### src/logic/asp_pkg.sv
// Package with constants, states and carrier types for the serial port
package asp_pkg;
  // Register byte offsets
  localparam logic [7:0] OFS_CTRL   = 8'h00;
  localparam logic [7:0] OFS_DATA   = 8'h04;
  localparam logic [7:0] OFS_TIMCFG = 8'h08;
  localparam logic [7:0] OFS_TIMCNT = 8'h0c;
  // Control register bit positions
  localparam int B_MODE = 7;
  localparam int B_ONE  = 6;
  localparam int B_MCE  = 5;
  localparam int B_REN  = 4;
  localparam int B_TB8  = 3;
  localparam int B_RB8  = 2;
  localparam int B_TI   = 1;
  localparam int B_RI   = 0;
  // Timer config bit positions
  localparam int B_RUN  = 8;
  localparam int B_CSL  = 9;
  localparam int B_IRQE = 12;
  // Clock source codes
  localparam logic [2:0] CS_CORE = 3'h0;
  localparam logic [2:0] CS_DIV4 = 3'h1;
  localparam logic [2:0] CS_D12  = 3'h2;
  localparam logic [2:0] CS_D48  = 3'h3;
  localparam logic [2:0] CS_OSC8 = 3'h4;
  localparam logic [2:0] CS_EXT  = 3'h5;
  // Timing counts
  localparam logic [5:0] PRE_LAST = 6'h2f;
  localparam logic [2:0] OSC_LAST = 3'h7;
  localparam logic [7:0] TMR_TOP  = 8'hff;
  localparam logic [3:0] BITS_8   = 4'h8;
  localparam logic [3:0] BITS_9   = 4'h9;
  // Reset values
  localparam logic [7:0] RST_BYTE = 8'h00;
  localparam logic [2:0] RST_CSL  = 3'h0;
  // Transmit and receive states
  typedef enum logic [2:0] {
    TX_IDLE = 3'b001,
    TX_DATA = 3'b010,
    TX_STOP = 3'b100
  } asp_tx_st_t;
  typedef enum logic [3:0] {
    RX_IDLE  = 4'b0001,
    RX_START = 4'b0010,
    RX_DATA  = 4'b0100,
    RX_STOP  = 4'b1000
  } asp_rx_st_t;
  // Wishbone carriers
  typedef struct packed {
    logic        cyc;
    logic        stb;
    logic        we;
    logic [7:0]  adr;
    logic [3:0]  sel;
    logic [31:0] dat;
  } asp_wb_req_t;
  typedef struct packed {
    logic        ack;
    logic [31:0] dat;
  } asp_wb_rsp_t;
endpackage : asp_pkg

### src/logic/asp_uart.sv
// Serial port with baud timer, receive buffer and Wishbone registers
`timescale 1ns/10ps
module asp_uart (
  // Clock and reset
  input  wire logic               ref_clk,
  input  wire logic               rst_n,
  // Register bus
  input  wire asp_pkg::asp_wb_req_t wb_req,
  output asp_pkg::asp_wb_rsp_t      wb_rsp,
  // Serial pins
  input  wire logic               serial_in_pin,
  output logic                    serial_out_pin,
  // Timer clock sources
  input  wire logic               ext_osc_in,
  input  wire logic               baud_timer_ext_input,
  // Interrupt request
  output logic                    uart_irq
);

  // All state of the block
  typedef struct packed {
    asp_pkg::asp_wb_rsp_t rsp;
    logic                 mode;
    logic                 mce;
    logic                 ren;
    logic                 tb8;
    logic                 rb8;
    logic                 ti;
    logic                 ri;
    logic [7:0]           rbuf;
    logic [7:0]           reload;
    logic                 run;
    logic [2:0]           csel;
    logic                 irq_en;
    logic                 irq;
    logic [7:0]           tcnt;
    logic                 thalf;
    logic [7:0]           rcnt;
    logic                 rhalf;
    logic [5:0]           pre;
    logic [2:0]           odiv;
    logic [2:0]           rx_s;
    logic [2:0]           osc_s;
    logic [2:0]           ext_s;
    asp_pkg::asp_tx_st_t  tx_st;
    logic [8:0]           tx_sh;
    logic [3:0]           tx_cnt;
    logic                 txd;
    asp_pkg::asp_rx_st_t  rx_st;
    logic [8:0]           rx_sh;
    logic [3:0]           rx_cnt;
  } asp_state_t;

  asp_state_t q;
  asp_state_t d;

  // Overflow of an 8-bit up counter on a tick
  function automatic logic asp_ovf(
    input logic [7:0] cnt,
    input logic       tick
  );
    asp_ovf = tick && (cnt == asp_pkg::TMR_TOP);
  endfunction : asp_ovf

  // Next count of an auto-reload timer
  function automatic logic [7:0] asp_next(
    input logic [7:0] cnt,
    input logic       tick,
    input logic [7:0] rld
  );
    if (!tick) begin
      asp_next = cnt;
    end else if (cnt == asp_pkg::TMR_TOP) begin
      asp_next = rld;
    end else begin
      asp_next = cnt + 8'h01;
    end
  endfunction : asp_next

  // Decoded bus access
  logic       acc;
  logic       wr;
  logic       rd_unused;
  logic [7:0] wdat;
  logic       wr_ctrl;
  logic       wr_data;
  logic       wr_cfg;
  logic       wr_cnt;
  logic       rd_ok;
  logic [31:0] rdat;

  // Timer ticks and events
  logic       tick;
  logic       osc_rise;
  logic       ext_rise;
  logic       tovf;
  logic       rovf;
  logic       tx_bit;
  logic       rx_smp;
  logic       start_det;
  logic       rx_in;
  logic       ninth;
  logic       load_ok;
  logic [3:0] nbits;
  logic       set_ti;
  logic       set_ri;

  always_comb begin
    d = q;
    rdat = 32'h0000_0000;
    rd_ok = 1'b0;
    rd_unused = 1'b0;
    set_ti = 1'b0;
    set_ri = 1'b0;
    ninth = 1'b0;
    load_ok = 1'b0;

    // Bus decode; one access per request, ack one cycle later
    acc = wb_req.cyc && wb_req.stb && !q.rsp.ack;
    wr = acc && wb_req.we && wb_req.sel[0];
    rd_unused = acc && !wb_req.we;
    wdat = wb_req.dat[7:0];
    wr_ctrl = wr && (wb_req.adr == asp_pkg::OFS_CTRL);
    wr_data = wr && (wb_req.adr == asp_pkg::OFS_DATA);
    wr_cfg = acc && wb_req.we && (wb_req.adr == asp_pkg::OFS_TIMCFG);
    wr_cnt = wr && (wb_req.adr == asp_pkg::OFS_TIMCNT);
    nbits = q.mode ? asp_pkg::BITS_9 : asp_pkg::BITS_8;

    // Pin synchronisers and edge history
    d.rx_s = {q.rx_s[1:0], serial_in_pin};
    d.osc_s = {q.osc_s[1:0], ext_osc_in};
    d.ext_s = {q.ext_s[1:0], baud_timer_ext_input};
    rx_in = q.rx_s[1];
    osc_rise = q.osc_s[1] && !q.osc_s[2];
    ext_rise = q.ext_s[1] && !q.ext_s[2];

    // Prescaler shared by the divided core clock sources
    d.pre = (q.pre == asp_pkg::PRE_LAST) ? 6'h00 : q.pre + 6'h01;
    if (osc_rise) begin
      d.odiv = q.odiv + 3'h1;
    end

    // Timer clock select
    case (q.csel)
      asp_pkg::CS_CORE: tick = 1'b1;
      asp_pkg::CS_DIV4: tick = (q.pre[1:0] == 2'h3);
      asp_pkg::CS_D12: tick = (q.pre == 6'h0b) || (q.pre == 6'h17) ||
                              (q.pre == 6'h23) || (q.pre == 6'h2f);
      asp_pkg::CS_D48: tick = (q.pre == asp_pkg::PRE_LAST);
      asp_pkg::CS_OSC8: tick = osc_rise && (q.odiv == asp_pkg::OSC_LAST);
      asp_pkg::CS_EXT: tick = ext_rise;
      default: tick = 1'b0;
    endcase
    tick = tick && q.run;

    // Transmit timer: auto-reload on the count byte
    tovf = asp_ovf(q.tcnt, tick);
    d.tcnt = asp_next(q.tcnt, tick, q.reload);
    if (tovf) begin
      d.thalf = !q.thalf;
    end
    tx_bit = tovf && q.thalf; // Every second overflow

    // Hidden receive timer on the same reload byte
    rovf = asp_ovf(q.rcnt, tick);
    d.rcnt = asp_next(q.rcnt, tick, q.reload);
    if (rovf) begin
      d.rhalf = !q.rhalf;
    end
    rx_smp = rovf && !q.rhalf; // First of each pair is mid-bit

    // Start edge seen while enabled and idle
    start_det = q.rx_st[0] && q.ren && q.run &&
                q.rx_s[2] && !rx_in; // Idle high, start low
    if (start_det) begin
      d.rcnt = q.reload; // Forced reload realigns bit phase
      d.rhalf = 1'b0;
    end

    // Transmitter
    case (q.tx_st)
      asp_pkg::TX_IDLE: begin
        d.txd = 1'b1; // Line idles high
        if (wr_data) begin
          d.txd = 1'b0; // Start bit at once
          d.tx_sh = {q.tb8, wdat}; // Ninth bit from control
          d.tx_cnt = nbits; // Ten or eleven bit frame
          d.thalf = 1'b0;
          d.tx_st = asp_pkg::TX_DATA;
        end
      end
      asp_pkg::TX_DATA: begin
        if (tx_bit) begin
          if (q.tx_cnt == 4'h0) begin
            d.txd = 1'b1; // Stop bit high
            set_ti = 1'b1; // Done at start of stop
            d.tx_st = asp_pkg::TX_STOP;
          end else begin
            d.txd = q.tx_sh[0]; // LSB first
            d.tx_sh = {1'b0, q.tx_sh[8:1]};
            d.tx_cnt = q.tx_cnt - 4'h1;
          end
        end
      end
      asp_pkg::TX_STOP: begin
        if (tx_bit) begin
          d.tx_st = asp_pkg::TX_IDLE; // Full stop bit elapsed
        end
      end
      default: begin
        d.txd = 1'b1;
        d.tx_st = asp_pkg::TX_IDLE;
      end
    endcase

    // Receiver into its own shifter
    case (q.rx_st)
      asp_pkg::RX_IDLE: begin
        if (start_det) begin
          d.rx_cnt = 4'h0;
          d.rx_st = asp_pkg::RX_START;
        end
      end
      asp_pkg::RX_START: begin
        if (rx_smp) begin
          if (rx_in) begin
            d.rx_st = asp_pkg::RX_IDLE; // Glitch, not a start
          end else begin
            d.rx_st = asp_pkg::RX_DATA;
          end
        end
      end
      asp_pkg::RX_DATA: begin
        if (rx_smp) begin
          d.rx_sh = {rx_in, q.rx_sh[8:1]};
          d.rx_cnt = q.rx_cnt + 4'h1;
          if (q.rx_cnt == nbits - 4'h1) begin
            d.rx_st = asp_pkg::RX_STOP;
          end
        end
      end
      asp_pkg::RX_STOP: begin
        if (rx_smp) begin
          // 9-bit keeps ninth data bit, 8-bit the stop bit
          ninth = q.mode ? q.rx_sh[8] : rx_in;
          // Filter and overrun
          load_ok = !q.ri && (!q.mce || ninth);
          if (load_ok) begin
            d.rbuf = q.mode ? q.rx_sh[7:0] : q.rx_sh[8:1];
            d.rb8 = ninth;
            set_ri = 1'b1;
          end
          d.rx_st = asp_pkg::RX_IDLE;
        end
      end
      default: begin
        d.rx_st = asp_pkg::RX_IDLE;
      end
    endcase
    if (!q.run) begin
      d.rx_st = asp_pkg::RX_IDLE;
    end

    // Control register write; hardware set beats software clear
    if (wr_ctrl) begin
      d.mode = wdat[asp_pkg::B_MODE]; // Frame width select
      d.mce = wdat[asp_pkg::B_MCE];
      d.ren = wdat[asp_pkg::B_REN];
      d.tb8 = wdat[asp_pkg::B_TB8];
      d.rb8 = wdat[asp_pkg::B_RB8];
      d.ti = wdat[asp_pkg::B_TI];
      d.ri = wdat[asp_pkg::B_RI];
      if (load_ok) begin
        d.rb8 = ninth;
      end
    end
    if (set_ti) begin
      d.ti = 1'b1;
    end
    if (set_ri) begin
      d.ri = 1'b1;
    end

    // Timer config and count writes by byte lane
    if (wr_cfg && wb_req.sel[0]) begin
      d.reload = wdat;
    end
    if (wr_cfg && wb_req.sel[1]) begin
      d.run = wb_req.dat[asp_pkg::B_RUN];
      d.csel = wb_req.dat[asp_pkg::B_CSL +: 3];
      d.irq_en = wb_req.dat[asp_pkg::B_IRQE];
    end
    if (wr_cnt) begin
      d.tcnt = wdat;
    end

    // Interrupt request follows the done flags
    d.irq = q.irq_en && (d.ti || d.ri);

    // Read mux; data address returns receive buffer only
    case (wb_req.adr)
      asp_pkg::OFS_CTRL: begin
        rdat[7:0] = {q.mode, 1'b1, q.mce, q.ren, q.tb8, q.rb8, q.ti, q.ri};
        rd_ok = 1'b1;
      end
      asp_pkg::OFS_DATA: begin
        rdat[7:0] = q.rbuf;
        rd_ok = 1'b1;
      end
      asp_pkg::OFS_TIMCFG: begin
        rdat[7:0] = q.reload;
        rdat[asp_pkg::B_RUN] = q.run;
        rdat[asp_pkg::B_CSL +: 3] = q.csel;
        rdat[asp_pkg::B_IRQE] = q.irq_en;
        rd_ok = 1'b1;
      end
      asp_pkg::OFS_TIMCNT: begin
        rdat[7:0] = q.tcnt;
        rd_ok = 1'b1;
      end
      default: begin
        rdat = 32'h0000_0000; // Unmapped reads zero
        rd_ok = 1'b0;
      end
    endcase

    // Bus answer one cycle after the request
    d.rsp.ack = acc;
    if (rd_unused && rd_ok) begin
      d.rsp.dat = rdat;
    end else if (acc) begin
      d.rsp.dat = 32'h0000_0000;
    end
  end

  // State register
  always_ff @(posedge ref_clk or negedge rst_n) begin
    if (!rst_n) begin
      q.rsp <= '0;
      q.mode <= 1'b0;
      q.mce <= 1'b0;
      q.ren <= 1'b0;
      q.tb8 <= 1'b0;
      q.rb8 <= 1'b0;
      q.ti <= 1'b0;
      q.ri <= 1'b0;
      q.rbuf <= asp_pkg::RST_BYTE;
      q.reload <= asp_pkg::RST_BYTE;
      q.run <= 1'b0;
      q.csel <= asp_pkg::RST_CSL;
      q.irq_en <= 1'b0;
      q.irq <= 1'b0;
      q.tcnt <= asp_pkg::RST_BYTE;
      q.thalf <= 1'b0;
      q.rcnt <= asp_pkg::RST_BYTE;
      q.rhalf <= 1'b0;
      q.pre <= 6'h00;
      q.odiv <= 3'h0;
      q.rx_s <= 3'h7;
      q.osc_s <= 3'h0;
      q.ext_s <= 3'h0;
      q.tx_st <= asp_pkg::TX_IDLE;
      q.tx_sh <= 9'h000;
      q.tx_cnt <= 4'h0;
      q.txd <= 1'b1;
      q.rx_st <= asp_pkg::RX_IDLE;
      q.rx_sh <= 9'h000;
      q.rx_cnt <= 4'h0;
    end else begin
      q <= d;
    end
  end

  // Outputs straight from state
  assign wb_rsp = q.rsp;
  assign serial_out_pin = q.txd;
  assign uart_irq = q.irq;

endmodule : asp_uart

### config.mk
export PLATFORM = sky130hd
export DESIGN_NAME = asp_uart
export DESIGN_NICKNAME = d
export VERILOG_FILES = /design/src/logic/asp_pkg.sv /design/src/logic/asp_uart.sv
export SDC_FILE = /design/constraint.sdc
export NUM_CORES = 1
export LEC_CHECK = 0
export ABC_AREA = 1
export ABC_CLOCK_PERIOD_IN_PS = 3100
export CORE_MARGIN = 2
export CORE_UTILIZATION = 34
export CTS_CLUSTER_DIAMETER = 100
export DETAILED_ROUTE_END_ITERATION = 10
export DONT_BUFFER_PORTS = 1
export SETUP_SLACK_MARGIN = 0.4
export SLEW_MARGIN = 25
export SYNTH_ARGS = -nofsm -noshare
export SYNTH_HDL_FRONTEND = slang
export SYNTH_SLANG_ARGS = --single-unit
export TNS_END_PERCENT = 1
### constraint.sdc
create_clock -name ref_clk -period 3.1 [get_ports ref_clk]
set_clock_uncertainty 0.05 [all_clocks]
set_input_delay 0.155 -clock ref_clk [delete_from_list [all_inputs] [get_ports ref_clk]]
set_output_delay 0.155 -clock ref_clk [all_outputs]
set_load 0.01 [all_outputs]
==> impl_metrics.env <==
export IMPL_drt_iter0_drc=220
export IMPL_seq_area_frac_synth_pct=48.0
export IMPL_gp_congestion=0.888
export IMPL_drive_above_1_share_pct=14.0
export IMPL_num_nets_final=771
export IMPL_layout_area_seq_um2=2840
export IMPL_grt_overflow=0
export IMPL_powerDensity_nw_per_um2=577
export IMPL_path_max_fanout=5
export IMPL_status="finished, violations left"
export IMPL_cp_end_kind="register"
export IMPL_grt_pass1_wl_mm=22.5
export IMPL_core_area_um2=17100
export IMPL_holdBufCountCts=18
export IMPL_power_total_mw=3.97
export IMPL_setup_viol=0
export IMPL_die_y_um=136
export IMPL_setup_ws_ns=0.517
export IMPL_die_area_um2=18500
export IMPL_synth_warnings=0
export IMPL_grt_max_degree=114
export IMPL_clkSinkCount=113
export IMPL_cts_buffers=17
export IMPL_via_count=4512
export IMPL_first_global_vias=4423
export IMPL_syn_avg_cell_area_um2=8.60
export IMPL_clk_latency_ns=0.42
export IMPL_row_count=48
export IMPL_place_worst_setup_slack_ns=0.345
export IMPL_nFillCells=1738
export IMPL_wl_met3_um=469
export IMPL_maxCapViolations=0
export IMPL_detail_route_antenna_nets=0
export IMPL_dp_cells=888
export IMPL_fmax_mhz=387
export IMPL_drc_errors=0
export IMPL_syn_to_final_growth_pct=16.4
export IMPL_hold_path_class="input pin to async pin"
export IMPL_wl_met2_mm=6.34
export IMPL_slew_headroom_pct=53.5
export IMPL_worstSetupPathType="register to register"
export IMPL_top_layer="met4"
export IMPL_cts_buffer_depth=2
export IMPL_multi_input_area_um2=2520
export IMPL_synthCells=687
export IMPL_maxSlewViolCount=0
export IMPL_rsz0062_at_grt="false"
export IMPL_firstDrtPassIters=4
export IMPL_clkTransAtPathRegs_ns=0.05
export IMPL_violations="hold timing"
export IMPL_wl_met1_mm=6.65
export IMPL_port_buffers=0
export IMPL_ioPinCount=87
export IMPL_finalHoldViolCount=113
export IMPL_cts_tree="done"
export IMPL_antenna_cells=0
export IMPL_layout_common_cells="nand2_1, dfrtp_1, inv_1"
export IMPL_antenna_found_initial=0
export IMPL_reg2reg_slack_ns=0.52
export IMPL_ys_seq_elements=113
export IMPL_synthDistinctLibCells=52
export IMPL_synth_flop_cell="dfrtp_1"
export IMPL_hpwl_mm=9.71
export IMPL_fin_crit_ns=2.58
export IMPL_routed_wirelength_mm=13.7
export IMPL_avgRoutedWirePerCell_um=14.4
export IMPL_root_buffer="clkbuf_16"
export IMPL_htreeDepth=4
export IMPL_dieWidth_um=136
export IMPL_cp_required_ns=3.33
export IMPL_start_util_pct=34.5
export IMPL_start_kind="register"
export IMPL_syn_cell_area_um2=5910
export IMPL_avgViaCountPerCell=4.76
export IMPL_finalSetupTns_ns=0
export IMPL_fin_crit_sh_pct=83.3
export IMPL_power_leakage_nw=3.11
export IMPL_synth_edff_count=0
export IMPL_synthArstFlopShare_pct=100
export IMPL_worstMarginPinSlew_ns=0.697
export IMPL_groute_usage_overall_pct=15.8
export IMPL_worstPathArrival_ns=2.82
export IMPL_fin_cells=947
export IMPL_final_common_cell="nand2_1"
export IMPL_fin_hold_ws_ns=-0.605
export IMPL_vdd_ir_drop_worst_uv=330
cells by family after synthesis:
kind of cell / after synthesis / synth area share (%)
compound gates: 137 / 14.0
buf+inv: 140 / 11.6
other cells: 1 / 0.0635
flops: 113 / 48.0
fa+ha+maj: 9 / 1.91
simple gates: 265 / 20.8
mux: 10 / 1.88
xor+xnor: 12 / 1.78
flip-flops by register name, summed over array words and instances, names as in the netlist:
signal	flops
d	6
serial_out_pin	1
q	91
wb_rsp	14
uart_irq	1
cells in the mapped netlist, drive strengths merged, types with 4 or more instances:
cell     count  area share, %
o211ai       5           0.64
clkbuf       6           0.40
nand4       15            1.7
mux2         9            1.7
inv         91            5.8
nand3       27            2.7
a22o         7            1.0
buf         41            5.3
nor3        14            1.5
o2111ai      8            1.2
o221ai       5           0.74
or2          4           0.47
xor2         9            1.3
o22ai       10            1.1
a21oi       19            1.9
dfrtp      107             45
nor2        36            2.8
ha           9            1.9
nand2      166             11
dfstp        6            2.7
o21ai       74            6.3
worst paths after layout:
check / start / end / depth (start not counted)
setup / recovery: q[47] / q[20] / 16
hold / removal: rst_n / q[43] / 0
setup reg to reg: q[47] / q[20] / 16
hold reg to reg: d[38] / d[39] / 0
max in group asynchronous: rst_n / q[31] / 0
min in group ref_clk: wb_req[4] / q[80] / 2
power breakdown:
group,leakage (nW),internal [mW],switching [mW]
clock network,0.294,1.34,0.648
registers,1.50,1.59,0.0605
logic,1.31,0.140,0.194
total,3.11,3.07,0.902
per-stage QoR:
| step | area, µm² | utilization [%] |
|---|---|---|
| global placement | 5960 | 34.8 |
| detailed placement | 5960 | 34.8 |
| floorplan | 5980 | - |
| finish | 6880 | 40.2 |
| global route | 6880 | 40.2 |
| CTS | 6750 | 39.4 |
timing repair:
item                                    CTS  global route
endpoints found under the hold margin   143           113
gates resized for setup                   3            12
setup buffers                             0            10
endpoints found under the setup margin   11            14
pin swaps                                 1            12
layout make-up:
class	instances	area share (%)
flip-flops and latches	113	41.2
clock buffers	26	7.26
multi-input cells	452	36.6
inverters	93	5.09
well taps	225	4.09
repair buffers	33	4.26
clock inverters	5	1.45
routing by layer:
| metal | up-vias | track usage [%] |
|---|---|---|
| met1 | 2144 | 21.1 |
| met4 | 0 | 5.90 |
| met2 | 80 | 24.6 |
| li1 | 2271 | - |
| met3 | 17 | 4.33 |
| met5 | - | 0 |
critical path, cell delays in order, from the launching register on:
cell and delay, ns:
dfrtp_1 0.40, ha_4 0.19, nand2_1 0.07, nor2_2 0.18, nand3_2 0.13, nand2_2 0.10
nand2_2 0.06, nand2_2 0.08, nand2_4 0.07, nor4_4 0.22, ha_2 0.24, or2_4 0.14
nand2_2 0.07, nor2_4 0.17, nand2_2 0.09, xor2_2 0.17, a21oi_2 0.04
Note: power is estimated with default switching activity, not from simulation.
